## config.mk

```make
export PLATFORM = sky130hd
export DESIGN_NAME = aord_top
export DESIGN_NICKNAME = d
export VERILOG_FILES = /design/src/pkg/aord_pkg.sv /design/src/pkg/aord_win_if.sv /design/src/verilog/aord_window_mon.sv /design/src/verilog/aord_top.sv
export SDC_FILE = /design/constraint.sdc
export NUM_CORES = 1
export LEC_CHECK = 0
export BUFFER_PORTS_ARGS = -buffer_cell sky130_fd_sc_hd__buf_2
export CAP_MARGIN = 20
export CORE_ASPECT_RATIO = 1.1
export CORE_MARGIN = 2
export CORE_UTILIZATION = 58
export DETAILED_ROUTE_END_ITERATION = 8
export PLACE_DENSITY = 0.86
export SLEW_MARGIN = 20
export SYNTH_ARGS = -nofsm -noshare
export SYNTH_HDL_FRONTEND = slang
export SYNTH_SLANG_ARGS = --single-unit
export TNS_END_PERCENT = 50
```

## constraint.sdc

```tcl
create_clock -name clk -period 3.8 [get_ports clk]
set_input_delay 0.19 -clock clk [delete_from_list [all_inputs] [get_ports clk]]
set_output_delay 0.19 -clock clk [all_outputs]
set_load 0.02 [all_outputs]
```

## src/pkg/aord_pkg.sv

```systemverilog
package aord_pkg;
   // stream widths
   localparam int SAMPLE_W = 12;
   localparam int MAG_W = 11;
   localparam int FIELD_W = 8;
   localparam int FIELD_LSB = 3;
   localparam int EXP_W = 3;
   localparam int CNT_W = 8;
   localparam int NUM_FLAGS = 2;
   localparam int FLAG_HIGH = 0;
   localparam int FLAG_LOW = 1;
   localparam int TRIP_CNT_W = 16;
   // sample conversion
   localparam logic [SAMPLE_W-1:0] MIDSCALE_FLIP = 12'h800;
   localparam logic [MAG_W-1:0] MAG_MAX = 11'h7ff;
   // register bus
   localparam int ADDR_W = 8;
   localparam int DATA_W = 32;
   localparam logic [ADDR_W-1:0] OFS_CTRL = 8'h00;
   localparam logic [ADDR_W-1:0] OFS_HIGH_THR = 8'h04;
   localparam logic [ADDR_W-1:0] OFS_LOW_THR = 8'h08;
   localparam logic [ADDR_W-1:0] OFS_WINDOW = 8'h0c;
   localparam logic [ADDR_W-1:0] OFS_FLAGS = 8'h10;
   localparam logic [ADDR_W-1:0] OFS_IRQ_STATUS = 8'h14;
   localparam logic [ADDR_W-1:0] OFS_IRQ_MASK = 8'h18;
   localparam logic [ADDR_W-1:0] OFS_TRIP_CNT = 8'h1c;
   localparam int CTRL_EN_BIT = 0;
   localparam int CTRL_RESTART_BIT = 1;
   // interrupt layout
   localparam int IRQ_W = 3;
   localparam int IRQ_HIGH_TRIP = 0;
   localparam int IRQ_LOW_TRIP = 1;
   localparam int IRQ_LOW_QUIET = 2;
   // reset values
   localparam logic CTRL_EN_RST = 1'b1;
   localparam logic [FIELD_W-1:0] HIGH_THR_RST = 8'hff;
   localparam logic [FIELD_W-1:0] LOW_THR_RST = 8'hff;
   localparam logic [EXP_W-1:0] WINDOW_RST = 3'h0;
   localparam logic [IRQ_W-1:0] IRQ_MASK_RST = 3'h0;
endpackage : aord_pkg

```

## src/pkg/aord_win_if.sv

```systemverilog
`timescale 1ns/1ps
interface aord_win_if;
   logic sample_vld;
   logic [aord_pkg::FIELD_W-1:0] field;
   logic [aord_pkg::NUM_FLAGS-1:0][aord_pkg::FIELD_W-1:0] thr;
   logic [aord_pkg::EXP_W-1:0] exponent;
   logic restart;
   logic [aord_pkg::NUM_FLAGS-1:0] flags;
   logic done;

   // control side feeds samples and settings
   modport ctl (
      output sample_vld,
      output field,
      output thr,
      output exponent,
      output restart,
      input flags,
      input done
   );

   // monitor side returns window results
   modport mon (
      input sample_vld,
      input field,
      input thr,
      input exponent,
      input restart,
      output flags,
      output done
   );
endinterface : aord_win_if

```

## src/verilog/aord_window_mon.sv

```systemverilog
`timescale 1ns/1ps
module aord_window_mon (
   input wire logic clk,
   input wire logic reset,
   aord_win_if.mon win
);
   logic [aord_pkg::CNT_W-1:0] cnt_ff;
   logic [aord_pkg::CNT_W-1:0] last_idx;
   logic win_end;
   logic done_ff;
   logic [aord_pkg::NUM_FLAGS-1:0] hit_ff;
   logic [aord_pkg::NUM_FLAGS-1:0] flags_ff;

   // window length is two to the exponent
   assign last_idx = (aord_pkg::CNT_W'(1) << win.exponent) - aord_pkg::CNT_W'(1); // RL5
   assign win_end = win.sample_vld && (cnt_ff == last_idx);

   ////////////////////////////////////////////////////////////////
   // sample position inside the current window
   always_ff @(posedge clk) begin
      if (reset || win.restart) begin
         cnt_ff <= '0;
      end else if (win.sample_vld) begin
         cnt_ff <= win_end ? '0 : cnt_ff + aord_pkg::CNT_W'(1); // RL10
      end
   end

   // one compare and latch per threshold
   for (genvar g = 0; g < aord_pkg::NUM_FLAGS; g++) begin : g_flag
      logic over;
      assign over = win.field >= win.thr[g]; // RL3

      // sticky hit within the open window
      always_ff @(posedge clk) begin
         if (reset || win.restart) begin
            hit_ff[g] <= 1'b0;
         end else if (win.sample_vld) begin
            hit_ff[g] <= win_end ? 1'b0 : (hit_ff[g] | over); // RL10
         end
      end

      // result held until the next window closes
      always_ff @(posedge clk) begin
         if (reset || win.restart) begin
            flags_ff[g] <= 1'b0;
         end else if (win_end) begin
            flags_ff[g] <= hit_ff[g] | over; // RL3
         end
      end
   end

   // pulse when a window result lands
   always_ff @(posedge clk) begin
      if (reset || win.restart) begin
         done_ff <= 1'b0;
      end else begin
         done_ff <= win_end;
      end
   end

   assign win.flags = flags_ff;
   assign win.done = done_ff;
endmodule : aord_window_mon

```

## src/verilog/aord_top.sv

```systemverilog
// Implementation choices: the register addresses and the strobed register port.
`timescale 1ns/1ps
// Function
// RL1: compare upper 8 magnitude bits, two thresholds
// RL2: offset binary to magnitude, negative saturates 2047
// RL3: flag set if field reaches threshold
// RL4: high threshold to I, low to Q
// RL5: window length is two to exponent
// RL6: I word: upper 15 bits plus flag
// RL7: Q word: upper 15 bits plus flag
// RL8: software sets high threshold near full scale
// RL9: receiver raises gain while low flag quiet
// RL10: back-to-back windows, results held, then cleared
module aord_top #(
   parameter int IQ_W = 16
) (
   input wire logic clk,
   input wire logic reset,
   input wire logic [aord_pkg::SAMPLE_W-1:0] raw_sample,
   input wire logic raw_valid,
   input wire logic [IQ_W-1:0] i_in,
   input wire logic [IQ_W-1:0] q_in,
   input wire logic iq_valid,
   input wire logic [aord_pkg::ADDR_W-1:0] reg_addr,
   input wire logic [aord_pkg::DATA_W-1:0] reg_wdata,
   input wire logic reg_wr,
   input wire logic reg_rd,
   output logic [aord_pkg::DATA_W-1:0] reg_rdata,
   output logic [IQ_W-1:0] i_out,
   output logic [IQ_W-1:0] q_out,
   output logic iq_out_valid,
   output logic inphase_range_flag,
   output logic quadrature_range_flag,
   output logic irq
);

   ////////////////////////////////////////////////////////////////
   // declarations

   aord_win_if win ();

   logic enable_ff;
   logic restart_ff;
   logic [aord_pkg::FIELD_W-1:0] high_trip_threshold_ff;
   logic [aord_pkg::FIELD_W-1:0] low_trip_threshold_ff;
   logic [aord_pkg::EXP_W-1:0] monitor_window_exponent_ff;
   logic [aord_pkg::IRQ_W-1:0] irq_status_ff;
   logic [aord_pkg::IRQ_W-1:0] irq_mask_ff;
   logic [aord_pkg::IRQ_W-1:0] events;
   logic [aord_pkg::IRQ_W-1:0] status_clr;
   logic [aord_pkg::NUM_FLAGS-1:0][aord_pkg::TRIP_CNT_W-1:0] trip_cnt_ff;
   logic [aord_pkg::DATA_W-1:0] reg_rdata_ff;
   logic [aord_pkg::DATA_W-1:0] nxt_reg_rdata;

   logic wr_ctrl;
   logic wr_high;
   logic wr_low;
   logic wr_window;
   logic wr_status;
   logic wr_mask;
   logic wr_trip;

   logic [aord_pkg::SAMPLE_W-1:0] signed_sample;
   logic [aord_pkg::MAG_W-1:0] magnitude;
   logic [aord_pkg::FIELD_W-1:0] field_ff;
   logic field_vld_ff;

   logic [IQ_W-1:0] i_out_ff;
   logic [IQ_W-1:0] q_out_ff;
   logic iq_out_valid_ff;

   ////////////////////////////////////////////////////////////////
   // register write decode

   assign wr_ctrl = reg_wr && (reg_addr == aord_pkg::OFS_CTRL);
   assign wr_high = reg_wr && (reg_addr == aord_pkg::OFS_HIGH_THR);
   assign wr_low = reg_wr && (reg_addr == aord_pkg::OFS_LOW_THR);
   assign wr_window = reg_wr && (reg_addr == aord_pkg::OFS_WINDOW);
   assign wr_status = reg_wr && (reg_addr == aord_pkg::OFS_IRQ_STATUS);
   assign wr_mask = reg_wr && (reg_addr == aord_pkg::OFS_IRQ_MASK);
   assign wr_trip = reg_wr && (reg_addr == aord_pkg::OFS_TRIP_CNT);

   // enable bit
   always_ff @(posedge clk) begin
      if (reset) begin
         enable_ff <= aord_pkg::CTRL_EN_RST;
      end else if (wr_ctrl) begin
         enable_ff <= reg_wdata[aord_pkg::CTRL_EN_BIT];
      end
   end

   // restart pulse: explicit request, new window length, or disable
   always_ff @(posedge clk) begin
      if (reset) begin
         restart_ff <= 1'b1;
      end else begin
         restart_ff <= (wr_ctrl && reg_wdata[aord_pkg::CTRL_RESTART_BIT])
                       || (wr_ctrl && !reg_wdata[aord_pkg::CTRL_EN_BIT])
                       || wr_window;
      end
   end

   // high trip threshold
   always_ff @(posedge clk) begin
      if (reset) begin
         high_trip_threshold_ff <= aord_pkg::HIGH_THR_RST;
      end else if (wr_high) begin
         high_trip_threshold_ff <= reg_wdata[aord_pkg::FIELD_W-1:0];
      end
   end

   // low trip threshold
   always_ff @(posedge clk) begin
      if (reset) begin
         low_trip_threshold_ff <= aord_pkg::LOW_THR_RST;
      end else if (wr_low) begin
         low_trip_threshold_ff <= reg_wdata[aord_pkg::FIELD_W-1:0];
      end
   end

   // window exponent
   always_ff @(posedge clk) begin
      if (reset) begin
         monitor_window_exponent_ff <= aord_pkg::WINDOW_RST;
      end else if (wr_window) begin
         monitor_window_exponent_ff <= reg_wdata[aord_pkg::EXP_W-1:0]; // RL5
      end
   end

   // interrupt mask
   always_ff @(posedge clk) begin
      if (reset) begin
         irq_mask_ff <= aord_pkg::IRQ_MASK_RST;
      end else if (wr_mask) begin
         irq_mask_ff <= reg_wdata[aord_pkg::IRQ_W-1:0];
      end
   end

   ////////////////////////////////////////////////////////////////
   // magnitude of the raw sample

   // flipping the top bit turns offset binary into two's complement
   assign signed_sample = raw_sample ^ aord_pkg::MIDSCALE_FLIP; // RL2

   // absolute value, most negative code saturates
   always_comb begin
      if (!signed_sample[aord_pkg::SAMPLE_W-1]) begin
         magnitude = signed_sample[aord_pkg::MAG_W-1:0];
      end else if (signed_sample[aord_pkg::MAG_W-1:0] == '0) begin
         magnitude = aord_pkg::MAG_MAX; // RL2
      end else begin
         magnitude = aord_pkg::MAG_W'(~signed_sample + aord_pkg::SAMPLE_W'(1)); // RL2
      end
   end

   // keep only the upper field bits of the magnitude
   always_ff @(posedge clk) begin
      if (reset) begin
         field_ff <= '0;
      end else if (raw_valid) begin
         field_ff <= magnitude[aord_pkg::MAG_W-1:aord_pkg::FIELD_LSB]; // RL1
      end
   end

   // every raw sample enters the monitor while enabled
   always_ff @(posedge clk) begin
      if (reset) begin
         field_vld_ff <= 1'b0;
      end else begin
         field_vld_ff <= raw_valid && enable_ff; // RL1
      end
   end

   ////////////////////////////////////////////////////////////////
   // window monitor

   assign win.sample_vld = field_vld_ff;
   assign win.field = field_ff;
   assign win.thr[aord_pkg::FLAG_HIGH] = high_trip_threshold_ff; // RL4
   assign win.thr[aord_pkg::FLAG_LOW] = low_trip_threshold_ff; // RL4
   assign win.exponent = monitor_window_exponent_ff;
   assign win.restart = restart_ff;

   aord_window_mon u_mon (
      .clk(clk),
      .reset(reset),
      .win(win.mon)
   );

   ////////////////////////////////////////////////////////////////
   // complex output words with embedded flags

   // in-phase word carries the high trip flag
   always_ff @(posedge clk) begin
      if (reset) begin
         i_out_ff <= '0;
      end else if (iq_valid) begin
         i_out_ff <= {i_in[IQ_W-1:1], win.flags[aord_pkg::FLAG_HIGH]}; // RL6
      end
   end

   // quadrature word carries the low trip flag
   always_ff @(posedge clk) begin
      if (reset) begin
         q_out_ff <= '0;
      end else if (iq_valid) begin
         q_out_ff <= {q_in[IQ_W-1:1], win.flags[aord_pkg::FLAG_LOW]}; // RL7
      end
   end

   // output valid follows input valid by one cycle
   always_ff @(posedge clk) begin
      if (reset) begin
         iq_out_valid_ff <= 1'b0;
      end else begin
         iq_out_valid_ff <= iq_valid;
      end
   end

   assign i_out = i_out_ff;
   assign q_out = q_out_ff;
   assign iq_out_valid = iq_out_valid_ff;
   assign inphase_range_flag = win.flags[aord_pkg::FLAG_HIGH]; // RL4
   assign quadrature_range_flag = win.flags[aord_pkg::FLAG_LOW]; // RL4

   ////////////////////////////////////////////////////////////////
   // window statistics and interrupts

   // events at each closed window
   always_comb begin
      events = '0;
      events[aord_pkg::IRQ_HIGH_TRIP] = win.done && win.flags[aord_pkg::FLAG_HIGH];
      events[aord_pkg::IRQ_LOW_TRIP] = win.done && win.flags[aord_pkg::FLAG_LOW];
      events[aord_pkg::IRQ_LOW_QUIET] = win.done && !win.flags[aord_pkg::FLAG_LOW];
   end

   // write one to clear
   assign status_clr = wr_status ? reg_wdata[aord_pkg::IRQ_W-1:0] : '0;

   // sticky status, a new event beats a clear
   always_ff @(posedge clk) begin
      if (reset) begin
         irq_status_ff <= '0;
      end else begin
         irq_status_ff <= (irq_status_ff & ~status_clr) | events;
      end
   end

   // level interrupt from unmasked status
   assign irq = |(irq_status_ff & irq_mask_ff);

   // saturating count of tripped windows per flag
   for (genvar g = 0; g < aord_pkg::NUM_FLAGS; g++) begin : g_trip
      always_ff @(posedge clk) begin
         if (reset || wr_trip) begin
            trip_cnt_ff[g] <= '0;
         end else if (win.done && win.flags[g] && !(&trip_cnt_ff[g])) begin
            trip_cnt_ff[g] <= trip_cnt_ff[g] + aord_pkg::TRIP_CNT_W'(1);
         end
      end
   end

   ////////////////////////////////////////////////////////////////
   // register read

   // read mux, unmapped offsets return zero
   always_comb begin
      nxt_reg_rdata = '0;
      if (reg_rd) begin
         case (reg_addr)
            aord_pkg::OFS_CTRL: begin
               nxt_reg_rdata[aord_pkg::CTRL_EN_BIT] = enable_ff;
            end
            aord_pkg::OFS_HIGH_THR: begin
               nxt_reg_rdata[aord_pkg::FIELD_W-1:0] = high_trip_threshold_ff;
            end
            aord_pkg::OFS_LOW_THR: begin
               nxt_reg_rdata[aord_pkg::FIELD_W-1:0] = low_trip_threshold_ff;
            end
            aord_pkg::OFS_WINDOW: begin
               nxt_reg_rdata[aord_pkg::EXP_W-1:0] = monitor_window_exponent_ff;
            end
            aord_pkg::OFS_FLAGS: begin
               nxt_reg_rdata[aord_pkg::NUM_FLAGS-1:0] = win.flags;
            end
            aord_pkg::OFS_IRQ_STATUS: begin
               nxt_reg_rdata[aord_pkg::IRQ_W-1:0] = irq_status_ff;
            end
            aord_pkg::OFS_IRQ_MASK: begin
               nxt_reg_rdata[aord_pkg::IRQ_W-1:0] = irq_mask_ff;
            end
            aord_pkg::OFS_TRIP_CNT: begin
               nxt_reg_rdata = {trip_cnt_ff[aord_pkg::FLAG_LOW], trip_cnt_ff[aord_pkg::FLAG_HIGH]};
            end
            default: begin
               nxt_reg_rdata = '0;
            end
         endcase
      end
   end

   // read data stands for one cycle only
   always_ff @(posedge clk) begin
      if (reset) begin
         reg_rdata_ff <= '0;
      end else begin
         reg_rdata_ff <= nxt_reg_rdata;
      end
   end

   assign reg_rdata = reg_rdata_ff;
endmodule : aord_top

```

==> flow_summary.json, run 1 <==
{
  "clk_latency_ns": 0.42,
  "cap_viol_max_count": 0,
  "synthCells": 704,
  "critPathArrivalTime_ns": 2.41,
  "hold_violations": 0,
  "cts-root-buf": "clkbuf_16",
  "placed_area_sq_um": 7180,
  "port_buffers": 131,
  "n_antenna_cell": 0,
  "fin_worst_skew_ns": 0.00586,
  "wl_per_cell_um": 15.9,
  "drive_gt1_share_pct": 21.8,
  "fin_crit_sh_pct": 56.1,
  "ant_nets": 0,
  "synth_fp_nets": 813,
  "syn2layout_area_growth_pct": 21.2,
  "gr-total-overflow": 0,
  "crit_family": "compound AO/OA/AOI/OAI gates",
  "worst-path-stages": 5,
  "min_from": "q_in[12]",
  "grt_pass1_wl_um": 26200,
  "synth_ff_type": "dfxtp_1",
  "io_pins": 158,
  "slew_violations": 0,
  "final_cell_area_sq_um": 7870,
  "finalSetupTns_ns": 0,
  "die-height_um": 115,
  "ys_types": 62,
  "clkSinkCount": 146,
  "rsz0062_at_grt": "no",
  "worstSetupEndpointType": "register",
  "maxSlewHeadroom_pct": 38.2,
  "slowest_delay_ns": 0.54,
  "vias_per_cell": 5.71,
  "nets": 941,
  "cts_tree": "done",
  "crit_chain": "inv_1, a311o_1, a211oi_1, and3_1, o32ai_1",
  "async_flop_share_pct": 0,
  "totalWireLength_um": 15800,
  "drc_errors": 0,
  "power.leakage_nw": 3.61,
  "cts.clk_slew.worst_paths_ns": 0.06,
  "rr_endpoint": "u_mon.cnt_ff[1]",
  "drt_iter0_markers": 392,
  "cts_made_buffers": 17,
  "synth_edf_count": 0,
  "via_count": 5661,
  "synth_area_sq_um": 6490,
  "h-tree-depth": 4,
  "timing.rr.start": "monitor_window_exponent_ff[2]",
  "layout_common_cells": "146 x dfxtp_1, 131 x buf_2, 102 x nor2_1",
  "fmax_mhz": 469,
  "postSynthAreaPerCell_sq_um": 9.23,
  "ys_ff_latch": 146,
  "antenna_found_initial": 0,
  "worst-r2r-setup-slack_ns": 1.67,
  "grt_max_degree": 41,
  "grt.total_usage_pct": 27.0,
  "reg2reg_depth": 5,
  "floorplan.core_area_sq_um": 10900,
  "cp.buffers_inverters": 1,
  "status": "finished clean",
  "yosysWarnings": 0,
  "std_cell_rows": 40,
  "drtPass1Iterations": 5,
  "whs_endpoint": "q_out[12]",
  "power_density_nw_per_um2": 440,
  "critPathSlowestCell": "dfxtp_1",
  "cts-root-to-sink-buffers": 2,
  "grt_pass1_vias": 5570,
  "critPathMaxFanout": 13,
  "worstMarginPinSlew_ns": 0.927,
  "crit_path_start_kind": "register",
  "setup_viol": 0,
  "ir_drop_v": 0.000338,
  "start_util_pct": 59.5,
  "required_ns": 4.08,
  "dieArea_sq_um": 12100,
  "hold_path.class": "primary input to register",
  "crit_type": "register to register",
  "min_period_ns": 2.13,
  "die_w_um": 105,
  "layout_commonest_cell": "dfxtp_1",
  "dp_hpwl_um": 11000,
  "hold_depth": 3,
  "fillers": 808,
  "cts_setup_buffers": 0,
  "ys_seq_area_share_pct": 45.0,
  "gp_congestion": 0.933
}
## repair_timing
item | CTS | global route
hold endpoints to repair | 11 | 0
resized for setup | 0 | 0
hold buffers | 11 | 0
setup endpoints to repair | 0 | 0
## metal layers
layer	part of all wire [%]	wire length, um	up-vias	GRT usage [%]
met1	40	6310	2665	31.6
met4	2.9	459	0	11.1
met2	51	8070	231	48.6
met5	0	0	-	0
met3	5.9	922	49	5.50
li1	-	-	2716	-
## report_power, final
part	leakage, nW	switching (mW)	internal (mW)
clock network	0.270	0.666	0.973
logic	2.15	0.139	0.106
registers	1.19	0.0206	1.56
## sequential cells by signal, summed over array words and instances, names as in the netlist, 8 cells and up
signal	count
field_ff	8
i_out	16
high_trip_threshold_ff	8
trip_cnt_ff	32
q_out	16
reg_rdata	32
low_trip_threshold_ff	8
u_mon.cnt_ff	8
## cell usage after synthesis (all sizes together), types with 6 or more instances
cell type / number / area, sq um
xor2: 21 / 184
xnor2: 16 / 140
and3: 10 / 67.6
nand2b: 6 / 37.5
or4: 7 / 60.1
nor3: 15 / 86.3
a211oi: 8 / 60.1
and4: 7 / 61.3
a21oi: 18 / 90.1
ha: 19 / 238
nor2b: 8 / 50.1
mux2i: 42 / 420
o21ai: 13 / 65.1
nand4: 17 / 106
nor2: 102 / 383
o211ai: 9 / 67.6
inv: 28 / 105
and2: 30 / 188
a22oi: 6 / 45.0
clkbuf: 21 / 78.8
nand3: 16 / 90.1
nand2: 53 / 199
dfxtp: 146 / 2920
nand3b: 17 / 128
buf: 14 / 93.8
## metrics by stage
step / total power [mW] / hold WS [ns] / instances / util, % / worst slack (ns)
2_1_floorplan: 1.76 / 0.311 / 704 / - / 2.01
3_3_place_gp: 1.84 / 0.415 / 949 / 65.8 / 1.56
3_5_place_dp: 1.85 / 0.421 / 949 / 65.8 / 1.51
4_1_cts: 3.48 / 0.000827 / 992 / 72.1 / 1.66
5_1_grt: 3.57 / 0.0110 / 992 / 72.1 / 1.58
6_report: 3.47 / 0.00973 / 992 / 72.1 / 1.67
## layout make-up
class / count / area, sq um / share of cell area [%]
multi-input cells: 495 / 3290 / 41.9
flip-flops and latches: 146 / 2920 / 37.1
repair buffers: 144 / 781 / 9.92
clock buffers: 18 / 429 / 5.45
well taps: 147 / 184 / 2.34
clock inverters: 14 / 155 / 1.97
inverters: 28 / 105 / 1.34
## worst register-to-register path: cells and delay by family, from the launching register on
family | cells | cell delay [ns]
AOI/OAI and AO/OA | 3 | 0.83
buffers and inverters | 1 | 0.12
DFF | 1 | 0.54
and+or+nand+nor | 1 | 0.51
## worst max-delay path by stage
stage / startpoint / endpoint / slack (ns)
finish: monitor_window_exponent_ff[2] / u_mon.cnt_ff[1] / 1.67
global route: monitor_window_exponent_ff[2] / u_mon.win.flags[1] / 1.58
CTS: monitor_window_exponent_ff[1] / u_mon.cnt_ff[1] / 1.66
detailed placement: reg_addr[1] / trip_cnt_ff[25] / 1.51
global placement: reg_addr[1] / trip_cnt_ff[25] / 1.56
floorplan: monitor_window_exponent_ff[1] / u_mon.cnt_ff[1] / 2.01
## cells by family after synthesis
| kind of cell | Yosys count | synth area share [%] |
|---|---|---|
| AND/OR/NAND/NOR | 303 | 24.3 |
| AO/OA/AOI/OAI | 88 | 9.61 |
| multiplexers | 47 | 8.03 |
| adder cells (fa/ha/maj) | 20 | 3.81 |
| XOR/XNOR | 37 | 4.99 |
| buffers and inverters | 63 | 4.28 |
| flip-flops | 146 | 45.0 |
Power figures use the tool's default switching activity.
==> run 2: changes to the inputs <==
--- a/config.mk
+++ b/config.mk
@@ -5,13 +5,14 @@
 export SDC_FILE = /design/constraint.sdc
 export NUM_CORES = 1
 export LEC_CHECK = 0
+export ABC_AREA = 1
 export BUFFER_PORTS_ARGS = -buffer_cell sky130_fd_sc_hd__buf_2
 export CAP_MARGIN = 20
 export CORE_ASPECT_RATIO = 1.1
 export CORE_MARGIN = 2
-export CORE_UTILIZATION = 58
+export CORE_UTILIZATION = 49
 export DETAILED_ROUTE_END_ITERATION = 8
-export PLACE_DENSITY = 0.86
+export PLACE_DENSITY = 0.77
 export SLEW_MARGIN = 20
 export SYNTH_ARGS = -nofsm -noshare
 export SYNTH_HDL_FRONTEND = slang
==> constraint.sdc (replaced) <==
create_clock -name clk -period 1.9 [get_ports clk]
set_input_delay 0.095 -clock clk [delete_from_list [all_inputs] [get_ports clk]]
set_output_delay 0.095 -clock clk [all_outputs]
set_load 0.02 [all_outputs]
==> run 2 against run 1 <==
  * Power up 110%
  * First-iteration DRC count up 6.9%
  * Count of clock-buffer cells in the layout up 3
==> flow_summary.json, run 2 <==
{
  "status": "finished clean",
  "min_period_ns": 1.69,
  "synth_fp_nets": 1054,
  "yosysWarnings": 0,
  "floorplan.core_area_sq_um": 13700,
  "ir_drop_v": 0.000511,
  "pwr-share-clk_pct": 47.8,
  "synth_ff_type": "dfxtp_1",
  "antenna_found_initial": 0,
  "seqPwrFrac_pct": 44.4,
  "h-tree-depth": 4,
  "syn2layout_area_growth_pct": 28.3,
  "drc_errors": 0,
  "switching_power_mw": 1.63,
  "grt_pass1_wl_um": 29000,
  "clk_latency_ns": 0.43,
  "worst-r2r-setup-slack_ns": 0.21,
  "drive_gt1_share_pct": 19.2,
  "power_switching_share_pct": 22.8,
  "layout_commonest_cell": "nand2_1",
  "postSynthAreaPerCell_sq_um": 7.25,
  "worstSetupEndpointType": "register",
  "synth_common_cells": "212 x nand2_1, 166 x nor2_1, 146 x dfxtp_1",
  "synthCells": 945,
  "synth_top_area_share_pct": 42.7,
  "cts.clk_slew.worst_paths_ns": 0.06,
  "cts-root-buf": "clkbuf_16",
  "maxSlewHeadroom_pct": 63.3,
  "hold_path.class": "primary input to register",
  "nets": 1237,
  "cts_made_buffers": 17,
  "vias_per_cell": 5.00,
  "power.leakage_nw": 4.00,
  "async_flop_share_pct": 0,
  "cts_setup_buffers": 0,
  "rsz0062_at_grt": "no",
  "critPathArrivalTime_ns": 2.00,
  "drt_iter0_markers": 419,
  "start_util_pct": 49.9,
  "final_cell_area_sq_um": 8790,
  "cap_viol_max_count": 0,
  "ys_types": 37,
  "std_cell_rows": 45,
  "cts_tree": "done",
  "power_density_nw_per_um2": 813,
  "totalWireLength_um": 17000,
  "synth_area_sq_um": 6850,
  "drtPass1Iterations": 5,
  "fmax_mhz": 593,
  "critPathMaxFanout": 10,
  "gr-total-overflow": 0,
  "die_w_um": 117,
  "grt_pass1_vias": 6308,
  "die-height_um": 128,
  "fin_crit_sh_pct": 88.8,
  "clkSinkCount": 146,
  "dieArea_sq_um": 14900,
  "yosys.area.top_type": "dfxtp_1",
  "wl_per_cell_um": 12.8,
  "grt_max_degree": 62,
  "slew_violations": 0,
  "hold_violations": 0,
  "post-synth-top-count-cell": "nand2_1",
  "cts-root-to-sink-buffers": 2,
  "intPower_mw": 5.51,
  "gp_congestion": 0.872,
  "fin_worst_skew_ns": 0.00694,
  "required_ns": 2.21,
  "synth_area_leaders": "dfxtp_1 43%, nand2_1 12%, nor2_1 9.1%",
  "placed_area_sq_um": 7680,
  "crit_path_start_kind": "register",
  "synth_edf_count": 0,
  "finalSetupTns_ns": 0,
  "dp_hpwl_um": 11300,
  "ys_ff_latch": 146,
  "ys_seq_area_share_pct": 42.7,
  "port_buffers": 131,
  "crit_type": "register to register",
  "n_antenna_cell": 0,
  "ant_nets": 0,
  "via_count": 6643,
  "grt.total_usage_pct": 24.1,
  "setup_viol": 0,
  "worstMarginPinSlew_ns": 0.551,
  "layout_common_cells": "212 x nand2_1, 166 x nor2_1, 146 x dfxtp_1",
  "p_comb_share_pct": 7.8,
  "io_pins": 158
}
-- run 2: critical path: stages, from the launching register on --
cell	delay, ns
dfxtp_1	0.43
inv_1	0.16
nand2_1	0.14
nand2_1	0.06
nand2_1	0.06
nand2_1	0.04
nor2_1	0.25
nand3_2	0.16
nand2_2	0.22
nor2_1	0.07
-- run 2: per-stage QoR --
stage          hold WS [ns]  power, mW  instances  setup slack [ns]  utilization (%)
3_5_place_dp          0.322       3.69       1246             0.101             55.9
6_report             0.0199       7.15       1328             0.213             64.0
2_1_floorplan         0.218       3.51        945             0.403                -
4_1_cts              0.0128       7.17       1328            0.0895             64.0
3_3_place_gp          0.315       3.69       1246             0.117             55.9
5_1_grt              0.0187       7.39       1328            0.0582             64.0
-- run 2: cell families (layout without fill, tap and decap cells) --
family	Yosys count	count (layout)	share of synthesized area, %
adders and majority gates	19	19	3.47
xor gates and xnor gates	29	29	3.71
and+or+nand+nor	463	463	28.7
buffers and inverters	130	325	7.78
AOI/OAI and AO/OA	158	158	13.7
DFF	146	146	42.7
-- run 2: final timing paths --
path | start | endpoint | cells past startpoint
worst max register to register | monitor_window_exponent_ff[2] | u_mon.cnt_ff[7] | 9
worst min-delay path | reset | irq_status_ff[2] | 2
worst min register to register | restart_ff | u_mon.win.done | 1
worst max-delay path | monitor_window_exponent_ff[2] | u_mon.cnt_ff[7] | 9
-- run 2: final cells by class --
class                      instances  area, sq um
clock buffer                      21          470
multi-input combinational        669         3400
inverter                         103          387
sequential                       146         2920
tap                              188          235
fill                            1173         4940
timing repair buffer             191         1250
clock inverter                    10          131
-- run 2: power by group through the flow --
stage	Clock, mW	Combinational [mW]	Sequential, mW
6_report	3.42	0.555	3.17
5_1_grt	3.59	0.617	3.18
4_1_cts	3.46	0.542	3.17
3_5_place_dp	0	0.459	3.23
3_3_place_gp	0	0.452	3.23
2_1_floorplan	0	0.221	3.29
-- run 2: per-layer routing --
| layer | share of wire, % | GRT usage (%) | vias to the layer above |
|---|---|---|---|
| met5 | 0 | 0 | - |
| met4 | 1.9 | 8.37 | 0 |
| met3 | 6.6 | 7.23 | 31 |
| met2 | 48 | 40.9 | 221 |
| met1 | 43 | 28.9 | 3003 |
| li1 | - | - | 3388 |
-- run 2: timing repair --
action / 4_1_cts / 5_1_grt
resized for setup: 0 / 1
hold endpoints to repair: 59 / 0
setup endpoints to repair: 0 / 1
hold buffers: 51 / 0
